===== src/common/rstpwr_pkg.sv =====
// constants, states and carrier types for the reset and power-state sequencer
// assumes one 10 MHz always-on clock; times below are converted to cycles here
package rstpwr_pkg;
  localparam int CLK_HZ        = 10_000_000;
  localparam int POR_HOLD_MS   = 20;
  localparam int DETACH_UNIT_MS = 1;
  localparam int ETH_PHY_RESET_BIT_MS    = 2;
  localparam int PHY_ANA_MS    = 100;
  localparam int PHY_FAST_MS   = 1;
  localparam int POR_HOLD_CYC  = POR_HOLD_MS * (CLK_HZ / 1000);
  localparam int DETACH_UNIT_CYC = DETACH_UNIT_MS * (CLK_HZ / 1000);
  localparam int ETH_PHY_RESET_BIT_CYC   = ETH_PHY_RESET_BIT_MS * (CLK_HZ / 1000);
  localparam int PHY_ANA_CYC   = PHY_ANA_MS * (CLK_HZ / 1000);
  localparam int PHY_FAST_CYC  = PHY_FAST_MS * (CLK_HZ / 1000);
  localparam int NUM_SUPPLIES  = 5;
  localparam int TMR_W         = 24;
  localparam logic [TMR_W-1:0] TMR_ZERO = 24'h000000;
  localparam logic [TMR_W-1:0] TMR_ONE  = 24'h000001;

  typedef enum logic [1:0] {
    SEQ_HOLD   = 2'b00,
    SEQ_LOAD   = 2'b01,
    SEQ_RUN    = 2'b10,
    SEQ_DETACH = 2'b11
  } seq_t;

  typedef enum logic [2:0] {
    PWR_NO_BUS  = 3'b000,
    PWR_PLLWAIT = 3'b001,
    PWR_UNCONF  = 3'b010,
    PWR_CONF    = 3'b011,
    PWR_SUSPEND = 3'b100
  } pwr_t;

  typedef enum logic [1:0] {
    PHY_OFF  = 2'b00,
    ETH_PHY_RESET_BIT  = 2'b01,
    PHY_WAIT = 2'b10,
    PHY_UP   = 2'b11
  } phy_t;

  typedef struct packed {
    logic chip;
    logic core;
    logic ethPhy;
    logic keepExempt;
  } rst_out_t;

  typedef struct packed {
    logic osc;
    logic pll;
    logic derived;
  } clk_ctl_t;
endpackage : rstpwr_pkg


===== src/rtl/reset_and_power_state_control.sv =====
// reset and power-state sequencer: combines reset sources, times holds, tracks power states
// assumes all inputs except rst_b synchronous to clk; set inputs are one-cycle pulses from the register block
`timescale 1ns/1ns
`default_nettype none
module reset_and_power_state_control
  import rstpwr_pkg::*;
#(
  parameter int PORHOLDCYC  = POR_HOLD_CYC,
  parameter int DETACHUNIT  = DETACH_UNIT_CYC,
  parameter int PHYRSTCYC   = ETH_PHY_RESET_BIT_CYC,
  parameter int PHYANACYC   = PHY_ANA_CYC,
  parameter int PHYFASTCYC  = PHY_FAST_CYC
) (
  input  wire logic                    clk,
  input  wire logic                    rst_b,
  input  wire logic [NUM_SUPPLIES-1:0] supplyBelowFall,
  input  wire logic [NUM_SUPPLIES-1:0] supplyAboveRise,
  input  wire logic                    extReset_b,
  input  wire logic                    bus_power_detect,
  input  wire logic                    pllLocked,
  input  wire logic                    usbBusReset,
  input  wire logic                    liteResetSet,
  input  wire logic                    softResetSet,
  input  wire logic                    ethPhyResetSet,
  input  wire logic [7:0]              detach_duration_field,
  input  wire logic                    skip_analog_ref_wait,
  input  wire logic                    cfgPresent,
  input  wire logic                    cfgLoadDone,
  input  wire logic                    setConfig,
  input  wire logic                    clearConfig,
  input  wire logic                    suspendReq,
  input  wire logic                    suspendLowestSel,
  input  wire logic                    resumeSignal,
  input  wire logic                    wakeEvent,
  output logic                         lite_reset_bit,
  output logic                         soft_reset_bit,
  output logic                         eth_phy_reset_bit,
  output rst_out_t                     rstOut,
  output clk_ctl_t                     clkCtl,
  output logic                         cfgLoadReq,
  output logic                         cfgLoadMacOnly,
  output logic                         usbDetach,
  output logic                         ready,
  output pwr_t                         powerState,
  output logic                         lowest_power_suspend
);

  // ---------------------------------------------------------------
  // reset deassertion synchroniser
  // ---------------------------------------------------------------
  logic rstMeta;
  logic rstSync;

  always_ff @(posedge clk or negedge rst_b) begin
    if (!rst_b) begin
      rstMeta <= 1'b0;
      rstSync <= 1'b0;
    end else begin
      rstMeta <= 1'b1;
      rstSync <= rstMeta;
    end
  end

  // ---------------------------------------------------------------
  // supply detectors with hysteresis
  // ---------------------------------------------------------------
  logic [NUM_SUPPLIES-1:0] supplyLow;
  logic [NUM_SUPPLIES-1:0] next_supplyLow;

  always_comb begin
    for (int i = 0; i < NUM_SUPPLIES; i++) begin
      if (supplyBelowFall[i]) begin
        next_supplyLow[i] = 1'b1;
      end else if (supplyAboveRise[i]) begin
        next_supplyLow[i] = 1'b0;
      end else begin
        next_supplyLow[i] = supplyLow[i];
      end
    end
  end

  always_ff @(posedge clk or negedge rst_b) begin
    if (!rst_b) begin
      supplyLow <= {NUM_SUPPLIES{1'b1}};
    end else if (!rstSync) begin
      supplyLow <= {NUM_SUPPLIES{1'b1}};
    end else begin
      supplyLow <= next_supplyLow;
    end
  end

  logic porActive;
  assign porActive = |supplyLow;

  // ---------------------------------------------------------------
  // reset sequencer
  // ---------------------------------------------------------------
  seq_t             seqState;
  seq_t             next_seqState;
  logic [TMR_W-1:0] seqTimer;
  logic [TMR_W-1:0] next_seqTimer;
  logic             next_lite;
  logic             next_soft;
  logic             corePulse;
  logic             next_corePulse;
  logic             litePulse;
  logic             next_litePulse;
  logic             next_cfgLoadReq;
  logic             next_cfgLoadMacOnly;
  logic             holdCause;
  pwr_t             pwrState;

  assign holdCause = porActive || !extReset_b || (pwrState == PWR_NO_BUS);

  always_comb begin
    next_seqState       = seqState;
    next_seqTimer       = seqTimer;
    next_lite           = lite_reset_bit | liteResetSet;
    next_soft           = soft_reset_bit | softResetSet;
    next_corePulse      = 1'b0;
    next_litePulse      = 1'b0;
    next_cfgLoadReq     = 1'b0;
    next_cfgLoadMacOnly = cfgLoadMacOnly;
    if (porActive) begin
      next_seqState = SEQ_HOLD;
      next_seqTimer = TMR_W'(PORHOLDCYC);
    end else if (holdCause) begin
      next_seqState = SEQ_HOLD;
    end else begin
      case (seqState)
        SEQ_HOLD: begin
          if (seqTimer != TMR_ZERO) begin
            next_seqTimer = seqTimer - TMR_ONE;
          end else if (cfgPresent) begin
            next_seqState       = SEQ_LOAD;
            next_cfgLoadReq     = 1'b1;
            next_cfgLoadMacOnly = 1'b0;
          end else begin
            next_seqState = SEQ_RUN;
          end
        end
        SEQ_LOAD: begin
          if (usbBusReset) begin
            next_corePulse      = 1'b1;
            next_cfgLoadReq     = 1'b1;
            next_cfgLoadMacOnly = 1'b1;
          end else if (cfgLoadDone) begin
            next_seqState = SEQ_RUN;
          end
        end
        SEQ_RUN: begin
          if (soft_reset_bit) begin
            next_seqState = SEQ_DETACH;
            next_seqTimer = TMR_W'(TMR_W'(detach_duration_field) * TMR_W'(DETACHUNIT));
            next_soft     = softResetSet;
          end else if (usbBusReset) begin
            next_corePulse      = 1'b1;
            next_cfgLoadReq     = cfgPresent;
            next_cfgLoadMacOnly = 1'b1;
            next_seqState       = cfgPresent ? SEQ_LOAD : SEQ_RUN;
          end else if (lite_reset_bit) begin
            next_corePulse = 1'b1;
            next_litePulse = 1'b1;
            next_lite      = liteResetSet;
          end
        end
        SEQ_DETACH: begin
          if (seqTimer != TMR_ZERO) begin
            next_seqTimer = seqTimer - TMR_ONE;
          end else begin
            next_seqState = SEQ_HOLD;
          end
        end
        default: begin
          next_seqState = SEQ_HOLD;
        end
      endcase
    end
  end

  always_ff @(posedge clk or negedge rst_b) begin
    if (!rst_b) begin
      seqState       <= SEQ_HOLD;
      seqTimer       <= TMR_ZERO;
      lite_reset_bit <= 1'b0;
      soft_reset_bit <= 1'b0;
      corePulse      <= 1'b0;
      litePulse      <= 1'b0;
      cfgLoadReq     <= 1'b0;
      cfgLoadMacOnly <= 1'b0;
    end else if (!rstSync) begin
      seqState       <= SEQ_HOLD;
      seqTimer       <= TMR_ZERO;
      lite_reset_bit <= 1'b0;
      soft_reset_bit <= 1'b0;
      corePulse      <= 1'b0;
      litePulse      <= 1'b0;
      cfgLoadReq     <= 1'b0;
      cfgLoadMacOnly <= 1'b0;
    end else begin
      seqState       <= next_seqState;
      seqTimer       <= next_seqTimer;
      lite_reset_bit <= next_lite;
      soft_reset_bit <= next_soft;
      corePulse      <= next_corePulse;
      litePulse      <= next_litePulse;
      cfgLoadReq     <= next_cfgLoadReq;
      cfgLoadMacOnly <= next_cfgLoadMacOnly;
    end
  end

  // ---------------------------------------------------------------
  // power state
  // ---------------------------------------------------------------
  pwr_t pwrNext;
  logic fromUnconf;
  logic next_fromUnconf;
  logic lowestSel;
  logic next_lowestSel;
  logic chipHold;

  assign chipHold = (seqState == SEQ_HOLD);

  always_comb begin
    pwrNext         = pwrState;
    next_fromUnconf = fromUnconf;
    next_lowestSel  = lowestSel;
    if (!bus_power_detect) begin
      pwrNext = PWR_NO_BUS;
    end else begin
      case (pwrState)
        PWR_NO_BUS: begin
          pwrNext = PWR_PLLWAIT;
        end
        PWR_PLLWAIT: begin
          if (pllLocked) begin
            pwrNext = PWR_UNCONF;
          end
        end
        PWR_UNCONF: begin
          if (chipHold) begin
            pwrNext = PWR_UNCONF;
          end else if (setConfig) begin
            pwrNext = PWR_CONF;
          end else if (suspendReq) begin
            pwrNext         = PWR_SUSPEND;
            next_fromUnconf = 1'b1;
            next_lowestSel  = 1'b1;
          end
        end
        PWR_CONF: begin
          if (chipHold || usbBusReset) begin
            pwrNext = PWR_UNCONF;
          end else if (clearConfig) begin
            pwrNext = PWR_UNCONF;
          end else if (suspendReq) begin
            pwrNext         = PWR_SUSPEND;
            next_fromUnconf = 1'b0;
            next_lowestSel  = suspendLowestSel;
          end
        end
        PWR_SUSPEND: begin
          if (chipHold || usbBusReset) begin
            pwrNext = PWR_UNCONF;
          end else if (resumeSignal || wakeEvent) begin
            pwrNext = fromUnconf ? PWR_UNCONF : PWR_CONF;
          end
        end
        default: begin
          pwrNext = PWR_NO_BUS;
        end
      endcase
    end
  end

  always_ff @(posedge clk or negedge rst_b) begin
    if (!rst_b) begin
      pwrState   <= PWR_NO_BUS;
      fromUnconf <= 1'b0;
      lowestSel  <= 1'b0;
    end else if (!rstSync) begin
      pwrState   <= PWR_NO_BUS;
      fromUnconf <= 1'b0;
      lowestSel  <= 1'b0;
    end else begin
      pwrState   <= pwrNext;
      fromUnconf <= next_fromUnconf;
      lowestSel  <= next_lowestSel;
    end
  end

  // ---------------------------------------------------------------
  // ethernet phy reset and bring-up
  // ---------------------------------------------------------------
  phy_t             phyState;
  phy_t             next_phyState;
  logic [TMR_W-1:0] phyTimer;
  logic [TMR_W-1:0] next_phyTimer;
  logic             next_phyBit;

  always_comb begin
    next_phyState = phyState;
    next_phyTimer = phyTimer;
    next_phyBit   = eth_phy_reset_bit | ethPhyResetSet;
    if (pwrState != PWR_CONF && pwrState != PWR_SUSPEND) begin
      next_phyState = PHY_OFF;
    end else begin
      case (phyState)
        PHY_OFF: begin
          if (pwrState == PWR_CONF) begin
            next_phyState = ETH_PHY_RESET_BIT;
            next_phyTimer = TMR_W'(PHYRSTCYC);
          end
        end
        ETH_PHY_RESET_BIT: begin
          if (phyTimer > TMR_ONE) begin
            next_phyTimer = phyTimer - TMR_ONE;
          end else begin
            next_phyState = PHY_WAIT;
            next_phyTimer = skip_analog_ref_wait ? TMR_W'(PHYFASTCYC) : TMR_W'(PHYANACYC);
          end
        end
        PHY_WAIT: begin
          if (phyTimer > TMR_ONE) begin
            next_phyTimer = phyTimer - TMR_ONE;
          end else begin
            next_phyState = PHY_UP;
          end
        end
        PHY_UP: begin
          next_phyState = PHY_UP;
        end
        default: begin
          next_phyState = PHY_OFF;
        end
      endcase
      if (eth_phy_reset_bit && pwrState == PWR_CONF) begin
        next_phyState = ETH_PHY_RESET_BIT;
        next_phyTimer = TMR_W'(PHYRSTCYC);
        next_phyBit   = ethPhyResetSet;
      end
    end
  end

  always_ff @(posedge clk or negedge rst_b) begin
    if (!rst_b) begin
      phyState          <= PHY_OFF;
      phyTimer          <= TMR_ZERO;
      eth_phy_reset_bit <= 1'b0;
    end else if (!rstSync || chipHold || corePulse) begin
      phyState          <= PHY_OFF;
      phyTimer          <= TMR_ZERO;
      eth_phy_reset_bit <= 1'b0;
    end else begin
      phyState          <= next_phyState;
      phyTimer          <= next_phyTimer;
      eth_phy_reset_bit <= next_phyBit;
    end
  end

  // ---------------------------------------------------------------
  // registered outputs
  // ---------------------------------------------------------------
  rst_out_t next_rstOut;
  clk_ctl_t next_clkCtl;
  logic     next_ready;
  logic     next_detach;
  logic     pllRun;

  assign pllRun = (pwrState == PWR_PLLWAIT) || (pwrState == PWR_UNCONF) || (pwrState == PWR_CONF)
                  || (pwrState == PWR_SUSPEND && !lowestSel);

  always_comb begin
    next_rstOut.chip       = chipHold;
    next_rstOut.core       = chipHold || corePulse;
    next_rstOut.ethPhy     = chipHold || corePulse || phyState == PHY_OFF || phyState == ETH_PHY_RESET_BIT;
    next_rstOut.keepExempt = litePulse;
    next_clkCtl.osc        = (pwrState != PWR_NO_BUS);
    next_clkCtl.pll        = pllRun;
    next_clkCtl.derived    = pllRun && pllLocked;
    next_ready             = (seqState == SEQ_RUN) && !corePulse
                             && (pwrState == PWR_UNCONF || (pwrState == PWR_CONF && phyState == PHY_UP));
    next_detach            = (seqState == SEQ_DETACH);
  end

  always_ff @(posedge clk or negedge rst_b) begin
    if (!rst_b) begin
      rstOut               <= '{chip: 1'b1, core: 1'b1, ethPhy: 1'b1, keepExempt: 1'b0};
      clkCtl               <= '{osc: 1'b0, pll: 1'b0, derived: 1'b0};
      ready                <= 1'b0;
      usbDetach            <= 1'b0;
      powerState           <= PWR_NO_BUS;
      lowest_power_suspend <= 1'b0;
    end else begin
      rstOut               <= next_rstOut;
      clkCtl               <= next_clkCtl;
      ready                <= next_ready;
      usbDetach            <= next_detach;
      powerState           <= pwrState;
      lowest_power_suspend <= (pwrState == PWR_SUSPEND) && lowestSel;
    end
  end

endmodule : reset_and_power_state_control
`default_nettype wire


===== config.mk =====
export PLATFORM = sky130hd
export DESIGN_NAME = reset_and_power_state_control
export DESIGN_NICKNAME = d
export VERILOG_FILES = /design/src/common/rstpwr_pkg.sv /design/src/rtl/reset_and_power_state_control.sv
export SDC_FILE = /design/constraint.sdc
export NUM_CORES = 1
export LEC_CHECK = 0
export BUFFER_PORTS_ARGS = -buffer_cell sky130_fd_sc_hd__buf_2
export CORE_MARGIN = 4
export CORE_UTILIZATION = 40
export CTS_CLUSTER_DIAMETER = 150
export DETAILED_ROUTE_END_ITERATION = 8
export GPL_ROUTABILITY_DRIVEN = 0
export SLEW_MARGIN = 10
export SYNTH_ARGS = -nofsm -noshare
export SYNTH_HDL_FRONTEND = slang
export SYNTH_SLANG_ARGS = --single-unit

===== constraint.sdc =====
create_clock -name clk -period 5.3 [get_ports clk]
set_input_delay 1.06 -clock clk [delete_from_list [all_inputs] [get_ports clk]]
set_output_delay 1.06 -clock clk [all_outputs]
set_load 0.05 [all_outputs]

==> results.toml, run 1 <==
[floorplanning]
die_area_mm2 = 0.0173
core-area_mm2 = 0.0148
start_util = 0.413
row_count = 44
die-width_um = 131
ios = 54
die-height_um = 131

[placement]
portBuffers = 53
hpwl_mm = 11.4
pre_cts_ws_ps = 604

[cells_and_area]
fin_nets = 812
layout-drive-gt1-share = 0.139
antenna_cells = 0
area_delta_synth_final_pct = 11.0
fillerInstances = 1424

[setup_path]
end_kind = "register"
reg2reg_to = "phyTimer[2]"
path_class = "in -> reg"
rr_worst_depth = 9
cp_slowest_stage_delay_ps = 540
cp_slowest_cell = "fa_1"
r2r_setup_slack_ps = 1440
cp_max_fo = 5
crit_top_cell = "fa_1"
crit_chain = "buf_2 -> ha_1 -> ha_1 -> inv_1 -> fa_1 -> fa_1 -> inv_1 -> fa_1 -> a21oi_1 -> o21ai_0 -> a211oi_1 -> or3_1 -> nand3_1 -> a32o_1"
critPathRequiredTime_ps = 5530
crit_arrival_ps = 4530
start_kind = "input pin"
rr_startpoint = "seqState[0]"

[synth]
ys.flop_type = "dfrtp_1"
synth_top_family_by_area = "compound AO/OA/AOI/OAI gates"
synthArstFlopShare = 1.00
synth_xor_area_frac = 0.0345
synth_area_per_cell_um2 = 9.05
yosysWarningCount = 0
synth_edf_count = 0
syn-instance-count = 673
yosysTopAreaCell = "dfrtp_1"
synth_compound_area_frac = 0.210
ys_seq_area_frac = 0.347
syn_nets = 771
syn_area_mm2 = 0.00609
synthSimpleGateAreaFrac = 0.203
synth_mux_area_frac = 0.0142
synthAdderAreaFrac = 0.142
ys_types = 73
synth_common_cells = "dfrtp_1, nor2_1, ha_1, nand2_1, inv_1"
ys_seq_elements = 84
yosysMostFrequentCell = "dfrtp_1"
synth_top_area_frac = 0.312
synth_area_leaders = "dfrtp_1, ha_1, fa_1"

[outcome]
outcome = "finished clean"

[flow_run]
maxCapViolations = 0

[clock_network]
postCtsHoldBufs = 0
ctsResizeCount = 0
cts_setup_buffers = 0
clk_pin_slew_worst_paths_ps = 60
h-tree-depth = 3
cts_buffers = 9
cts_sinks = 84
cts-root-buf = "clkbuf_16"
cts_tree = "built"
clock_tree.buffer_depth = 2
insertion_delay_ps = 340

[sta]
setup_violations = 0
fin_crit_sh = 0.812
worstMarginPinSlew_ps = 1250
hold_viol_final = 0
fin_skew_ps = 8.79
setup_tns_ps = 0
clock.fmax_mhz = 232
layout_setup_ws_ps = 998
drv_slew = 0
min_period_ps = 4300
rsz0062_at_grt = "false"
holdWs_ps = 346
slew_headroom = 0.160

[global_route]
grt_start_max_net_pins = 85
globalRoute.totalOverflow = 0
grt_pass1_vias = 5343
grt_pass1_wl_mm = 26.1
grt_use_total = 0.180
antenna_found_initial = 0

[min_path]
min_to = "rstSync"
hold_depth = 0
worstHoldStart = "rstMeta"
hp-class = "reg -> reg"

[drt]
postRouteAntennaNets = 0
dr.pass1.iters = 5
routed-via-count = 5330
routed_via_density = 5.90
drtIter0Drc = 424
drc = 0
wl_per_cell_um = 16.9
totalWireLength_mm = 15.3

[power]
p_per_area_mw_per_mm2 = 243
ir_drop_mv = 0.163
p_leak_uw = 0.00311
-- power breakdown --
group          leakage, µW  switching, µW  internal (µW)
combinational      0.00187            228            157
clock             0.000129            264            329
sequential         0.00112           13.3            654
-- cells by family after synthesis --
kind of cell             after synthesis
XOR/XNOR                              24
other                                  1
buffers and inverters                 73
multiplexers                           8
AND/OR/NAND/NOR                      239
flip-flops                            84
adder cells (fa/ha/maj)               62
AO/OA/AOI/OAI                        182
-- layer usage --
layer / up-vias / track usage / wire (µm)
met5: - / 0 / 0
li1: 2536 / - / -
met4: 0 / 0.0712 / 372
met2: 186 / 0.287 / 6990
met1: 2576 / 0.244 / 7110
met3: 32 / 0.0310 / 792
-- worst max-delay path: cells and delay by family --
kind	cells	cell delay, ps
simple gates	2	220
buf+inv	3	270
fa+ha+maj	5	2050
compound gates	4	940
-- state kept, by name, summed over array words and instances (netlist names), 2 cells and up --
signal / count
phyTimer: 24
seqTimer: 24
supplyLow: 5
rstOut: 4
clkCtl: 3
powerState: 3
pwrState: 3
phyState: 2
seqState: 2
-- stage by stage --
| stage | power, µW | instances | cell area (µm²) | util |
|---|---|---|---|---|
| finish | 1650 | 903 | 6760 | 0.458 |
| global route | 1740 | 903 | 6760 | 0.458 |
| CTS | 1660 | 903 | 6760 | 0.458 |
| detailed placement | 1070 | 887 | 6490 | 0.440 |
| global placement | 1060 | 887 | 6490 | 0.440 |
| floorplan | 956 | 673 | 6090 | - |
-- how the worst max path moves through the flow --
| stage | start | to | slack, ps | depth (start not counted) |
|---|---|---|---|---|
| 5_1_grt | detach_duration_field[2] | seqTimer[20] | 690 | 14 |
| 6_report | detach_duration_field[2] | seqTimer[20] | 1000 | 14 |
| 4_1_cts | detach_duration_field[2] | seqTimer[20] | 970 | 14 |
| 3_3_place_gp | detach_duration_field[2] | seqTimer[20] | 700 | 14 |
| 2_1_floorplan | detach_duration_field[2] | seqTimer[16] | 1020 | 13 |
| 3_5_place_dp | detach_duration_field[2] | seqTimer[20] | 600 | 14 |
-- layout by cell type, fill, tap and decap left out, types with 9 or more instances in the layout --
master / synthesis / final
fa_1: 12 / 12
a21oi_1: 32 / 32
xnor2_1: 19 / 19
nor3_1: 26 / 26
nand3_1: 13 / 13
clkbuf_16: 0 / 9
ha_1: 50 / 50
o21ai_0: 37 / 37
a22o_1: 11 / 11
or2_2: 10 / 10
buf_2: 5 / 52
o22a_1: 9 / 9
inv_1: 47 / 47
nor4_1: 11 / 11
nor2_1: 62 / 62
nand2_1: 50 / 50
or3_1: 15 / 15
dfrtp_1: 76 / 76
-- area by class of cell --
| class | count | area (µm²) | area share |
|---|---|---|---|
| Clock buffer | 12 | 246 | 0.0364 |
| Clock inverter | 4 | 25.0 | 0.00370 |
| Inverter | 48 | 180 | 0.0266 |
| Multi-Input combinational cell | 516 | 3690 | 0.545 |
| Sequential cell | 84 | 2110 | 0.312 |
| Tap cell | 184 | 230 | 0.0340 |
| Timing Repair Buffer | 55 | 283 | 0.0418 |
No activity file was read; power rests on OpenSTA's default activity.
==> inputs of run 2 (changes only) <==
clock period = 3.9 ns   (was 5.3 ns; I/O delays follow)
==> results.toml, run 2 (same netlist as run 1, synthesis figures left out) <==
[clock_network]
clk_pin_slew_worst_paths_ps = 60
cts_buffers = 9
insertion_delay_ps = 340
h-tree-depth = 3
cts_sinks = 84
cts-root-buf = "clkbuf_16"
clock_tree.buffer_depth = 2
cts_tree = "built"

[drt]
postRouteAntennaNets = 0
routed-via-count = 5363
wl_per_cell_um = 16.5
dr.pass1.iters = 5
routed_via_density = 5.72
drc = 0
totalWireLength_mm = 15.5
drtIter0Drc = 366

[setup_path]
crit_arrival_ps = 3970
critPathRequiredTime_ps = 4110
crit_end = "seqTimer[16]"
end_kind = "register"
cp_max_fo = 3
start_kind = "input pin"
r2r_setup_slack_ps = 620
path_class = "in -> reg"
reg2reg_to = "phyTimer[16]"
crit_path_start = "detach_duration_field[2]"
cp_slowest_cell = "fa_1"
cp_slowest_stage_delay_ps = 530
crit_chain = "buf_2 -> ha_1 -> ha_1 -> inv_1 -> fa_1 -> fa_1 -> inv_2 -> fa_2 -> a21oi_4 -> o21ai_2 -> and2_1 -> or4_1 -> nand4_1 -> o22ai_1"
rr_startpoint = "seqState[0]"
rr_worst_depth = 10

[cells_and_area]
final_cell_mix = "dfrtp_1, nor2_1, buf_2"
final_common_cell = "dfrtp_1"
top_regs = "phyTimer: 24 flops, seqTimer: 24 flops, supplyLow: 5 flops"
multi_input_area_mm2 = 0.00379
seq_area_mm2 = 0.00211
fillerInstances = 1426
final_cells = 938
area_delta_synth_final_pct = 17.2
layout-drive-gt1-share = 0.194
antenna_cells = 0
fin_nets = 847

[placement]
portBuffers = 53
hpwl_mm = 11.4
dp.cells = 921

[sta]
hold_viol_final = 0
worstMarginPinSlew_ps = 1060
fin_crit_sh = 0.963
fin_skew_ps = 12.0
slew_headroom = 0.292
setup_violations = 0
min_period_ps = 3760
drv_slew = 0
clock.fmax_mhz = 266

[floorplanning]
die_area_mm2 = 0.0173
die-width_um = 131
start_util = 0.413
ios = 54
core-area_mm2 = 0.0148
die-height_um = 131
row_count = 44

[min_path]
hp-class = "reg -> reg"
hold_depth = 0

[power]
ir_drop_mv = 0.194
p_leak_uw = 0.00330
p_per_area_mw_per_mm2 = 344
finalPower_uw = 2450

[global_route]
grt_pass1_vias = 5269
grt_use_total = 0.177
grt_pass1_wl_mm = 25.9
globalRoute.totalOverflow = 0
grt_start_max_net_pins = 85
antenna_found_initial = 0

[flow_run]
maxCapViolations = 0

[outcome]
outcome = "finished clean"
## run 2: metrics by stage
step	instance area (µm²)	TNS [ps]	utilization	worst slack, ps	hold slack (ps)
global placement	6760	-1240	0.458	-263	333
detailed placement	6760	-1660	0.458	-320	336
floorplan	6100	0	-	10.4	331
CTS	7040	0	0.477	38.8	347
global route	7140	-25.9	0.484	-23.4	349
finish	7140	0	0.484	144	344
## run 2: final cells by class
type	count	share of cell area
Multi-Input combinational cell	516	0.531
Sequential cell	84	0.296
Timing Repair Buffer	90	0.0764
Clock buffer	13	0.0336
Tap cell	184	0.0322
Inverter	48	0.0252
Clock inverter	3	0.00561
## run 2: power breakdown
part / switching (µW) / total [µW] / leakage [µW] / internal (µW)
combinational: 382 / 721 / 0.00205 / 339
sequential: 16.0 / 905 / 0.00112 / 889
clock: 332 / 827 / 0.000138 / 495
## run 2: worst min-delay path by stage
stage	slack, ps	from	end
finish	340	rstMeta	rstSync
global route	350	rstMeta	rstSync
CTS	350	rstMeta	rstSync
detailed placement	340	rstMeta	rstSync
global placement	330	rstMeta	rstSync
floorplan	330	litePulse	rstOut[0]
## run 2: timing repair
item	4_1_cts	5_1_grt
gates resized for setup	0	14
setup endpoints to repair	0	6
setup buffers	0	1
hold buffers	0	0
## run 2: critical path, delay by kind of cell
| kind | cells | cell delay, ps |
|---|---|---|
| AOI/OAI and AO/OA | 3 | 330 |
| adders and majority gates | 5 | 1960 |
| buffers and inverters | 3 | 220 |
| and+or+nand+nor | 3 | 670 |
## run 2: layer usage
layer	wire length, µm	vias up	track usage	share of wire
met5	0	-	0	0
met4	307	0	0.0624	0.020
met3	796	29	0.0310	0.051
met2	7330	144	0.288	0.47
met1	7070	2590	0.237	0.46
li1	-	2600	-	-
==> inputs of run 3 (changes only) <==
CORE_ASPECT_RATIO = 1.2   (was default)
==> results.toml, run 3 (same netlist as run 1, synthesis figures left out) <==
[outcome]
outcome = "finished clean"

[cells_and_area]
fillerInstances = 1491
final_cells = 957
final_cell_mix = "dfrtp_1, nor2_1, buf_2"
antenna_cells = 0
layout-drive-gt1-share = 0.194
multi_input_area_mm2 = 0.00373
area_delta_synth_final_pct = 17.4
fin_area_mm2 = 0.00715
seq_area_mm2 = 0.00211
fin_nets = 846
top_regs = "phyTimer: 24 flops, seqTimer: 24 flops, supplyLow: 5 flops"
final_common_cell = "dfrtp_1"

[clock_network]
cts_sinks = 84
cts_buffers = 9
cts-root-buf = "clkbuf_16"
cts_tree = "built"
clk_pin_slew_worst_paths_ps = 70
insertion_delay_ps = 350
clock_tree.buffer_depth = 2
postCtsHoldBufs = 0
h-tree-depth = 3

[drt]
postRouteAntennaNets = 0
totalWireLength_mm = 15.5
dr.pass1.iters = 5
wl_per_cell_um = 16.2
drc = 0
routed_via_density = 5.58
routed-via-count = 5343
drtIter0Drc = 429

[sta]
setup_violations = 0
clock.fmax_mhz = 266
worstMarginPinSlew_ps = 1060
fin_skew_ps = 9.03
fin_crit_sh = 0.963
slew_headroom = 0.293
min_period_ps = 3760
hold_viol_final = 0
drv_slew = 0
rsz0062_at_grt = "true"

[global_route]
grt_pass1_wl_mm = 25.5
antenna_found_initial = 0
globalRoute.totalOverflow = 0
grt_start_max_net_pins = 85
grt_use_total = 0.180
grt_pass1_vias = 5188

[floorplanning]
row_count = 49
die-width_um = 121
die_area_mm2 = 0.0173
ios = 54
core-area_mm2 = 0.0150
start_util = 0.407
die-height_um = 143

[min_path]
hp-class = "reg -> reg"

[setup_path]
start_kind = "input pin"
critPathRequiredTime_ps = 4140
end_kind = "register"
crit_arrival_ps = 4000
path_class = "in -> reg"
cp_max_fo = 4

[flow_run]
maxCapViolations = 0

[placement]
portBuffers = 53
dp.cells = 941
place_area_mm2 = 0.00678
hpwl_mm = 11.6

[power]
ir_drop_mv = 0.167
p_per_area_mw_per_mm2 = 351
p_leak_uw = 0.00331
==> run 3: changes by cell type in the layout (fill, tap and decap cells not counted), sizes merged <==
cell / delta
bufinv: +1
inv: +3
clkinvlp: +1
buf: -1
clkbuf: -4
clkinv: -1
==> run 3: final cells by class <==
class / count / area share
Clock buffer: 9 / 0.0315
Clock inverter: 7 / 0.0147
Inverter: 48 / 0.0252
Multi-Input combinational cell: 516 / 0.522
Sequential cell: 84 / 0.295
Tap cell: 204 / 0.0357
Timing Repair Buffer: 89 / 0.0752
==> run 3: where the power goes <==
group          internal, µW  total, µW  switching [µW]
combinational           305        653             348
clock                   571        955             384
sequential              888        905            17.1
==> run 3: worst paths after layout <==
path,from,end,slack [ps],cells past startpoint
max,detach_duration_field[5],seqTimer[20],140,14
min,rstMeta,rstSync,350,0
max reg2reg,seqTimer[0],seqTimer[10],510,8
min reg2reg,rstMeta,rstSync,350,0
max in group asynchronous,rst_b,phyTimer[21],2600,1
min in group asynchronous,rst_b,clkCtl[1],610,1
==> run 3: layer usage <==
| layer | wire (µm) | track usage | vias to the layer above |
|---|---|---|---|
| li1 | - | - | 2598 |
| met4 | 233 | 0.0495 | 0 |
| met5 | 0 | 0 | - |
| met1 | 7060 | 0.237 | 2592 |
| met2 | 7540 | 0.309 | 137 |
| met3 | 640 | 0.0301 | 16 |
==> run 3: critical path, cell delays in order <==
cell      delay, ps
buf_2           130
ha_1            290
ha_1            270
inv_1            50
fa_1            520
inv_1            50
fa_1            600
ha_4            230
a21oi_2         180
o21ai_2         100
a211oi_1        300
or3_1           150
nand3_1          70
a32o_1          260
==> run 3: stage by stage <==
stage               hold slack, ps  power [µW]  setup TNS, ps  utilization  worst slack [ps]
floorplan                      331        1310              0            -              10.4
global placement               336        1520          -1310        0.453              -260
detailed placement             340        1540          -1720        0.453              -323
CTS                            351        2500              0        0.475              48.9
global route                   374        2660          -76.8        0.478             -23.5
finish                         348        2510              0        0.478               144
==> run 3: repair_timing <==
item                                    4_1_cts  5_1_grt
gates resized for setup                       0        7
setup buffers                                 0        0
endpoints found under the setup margin        0        6
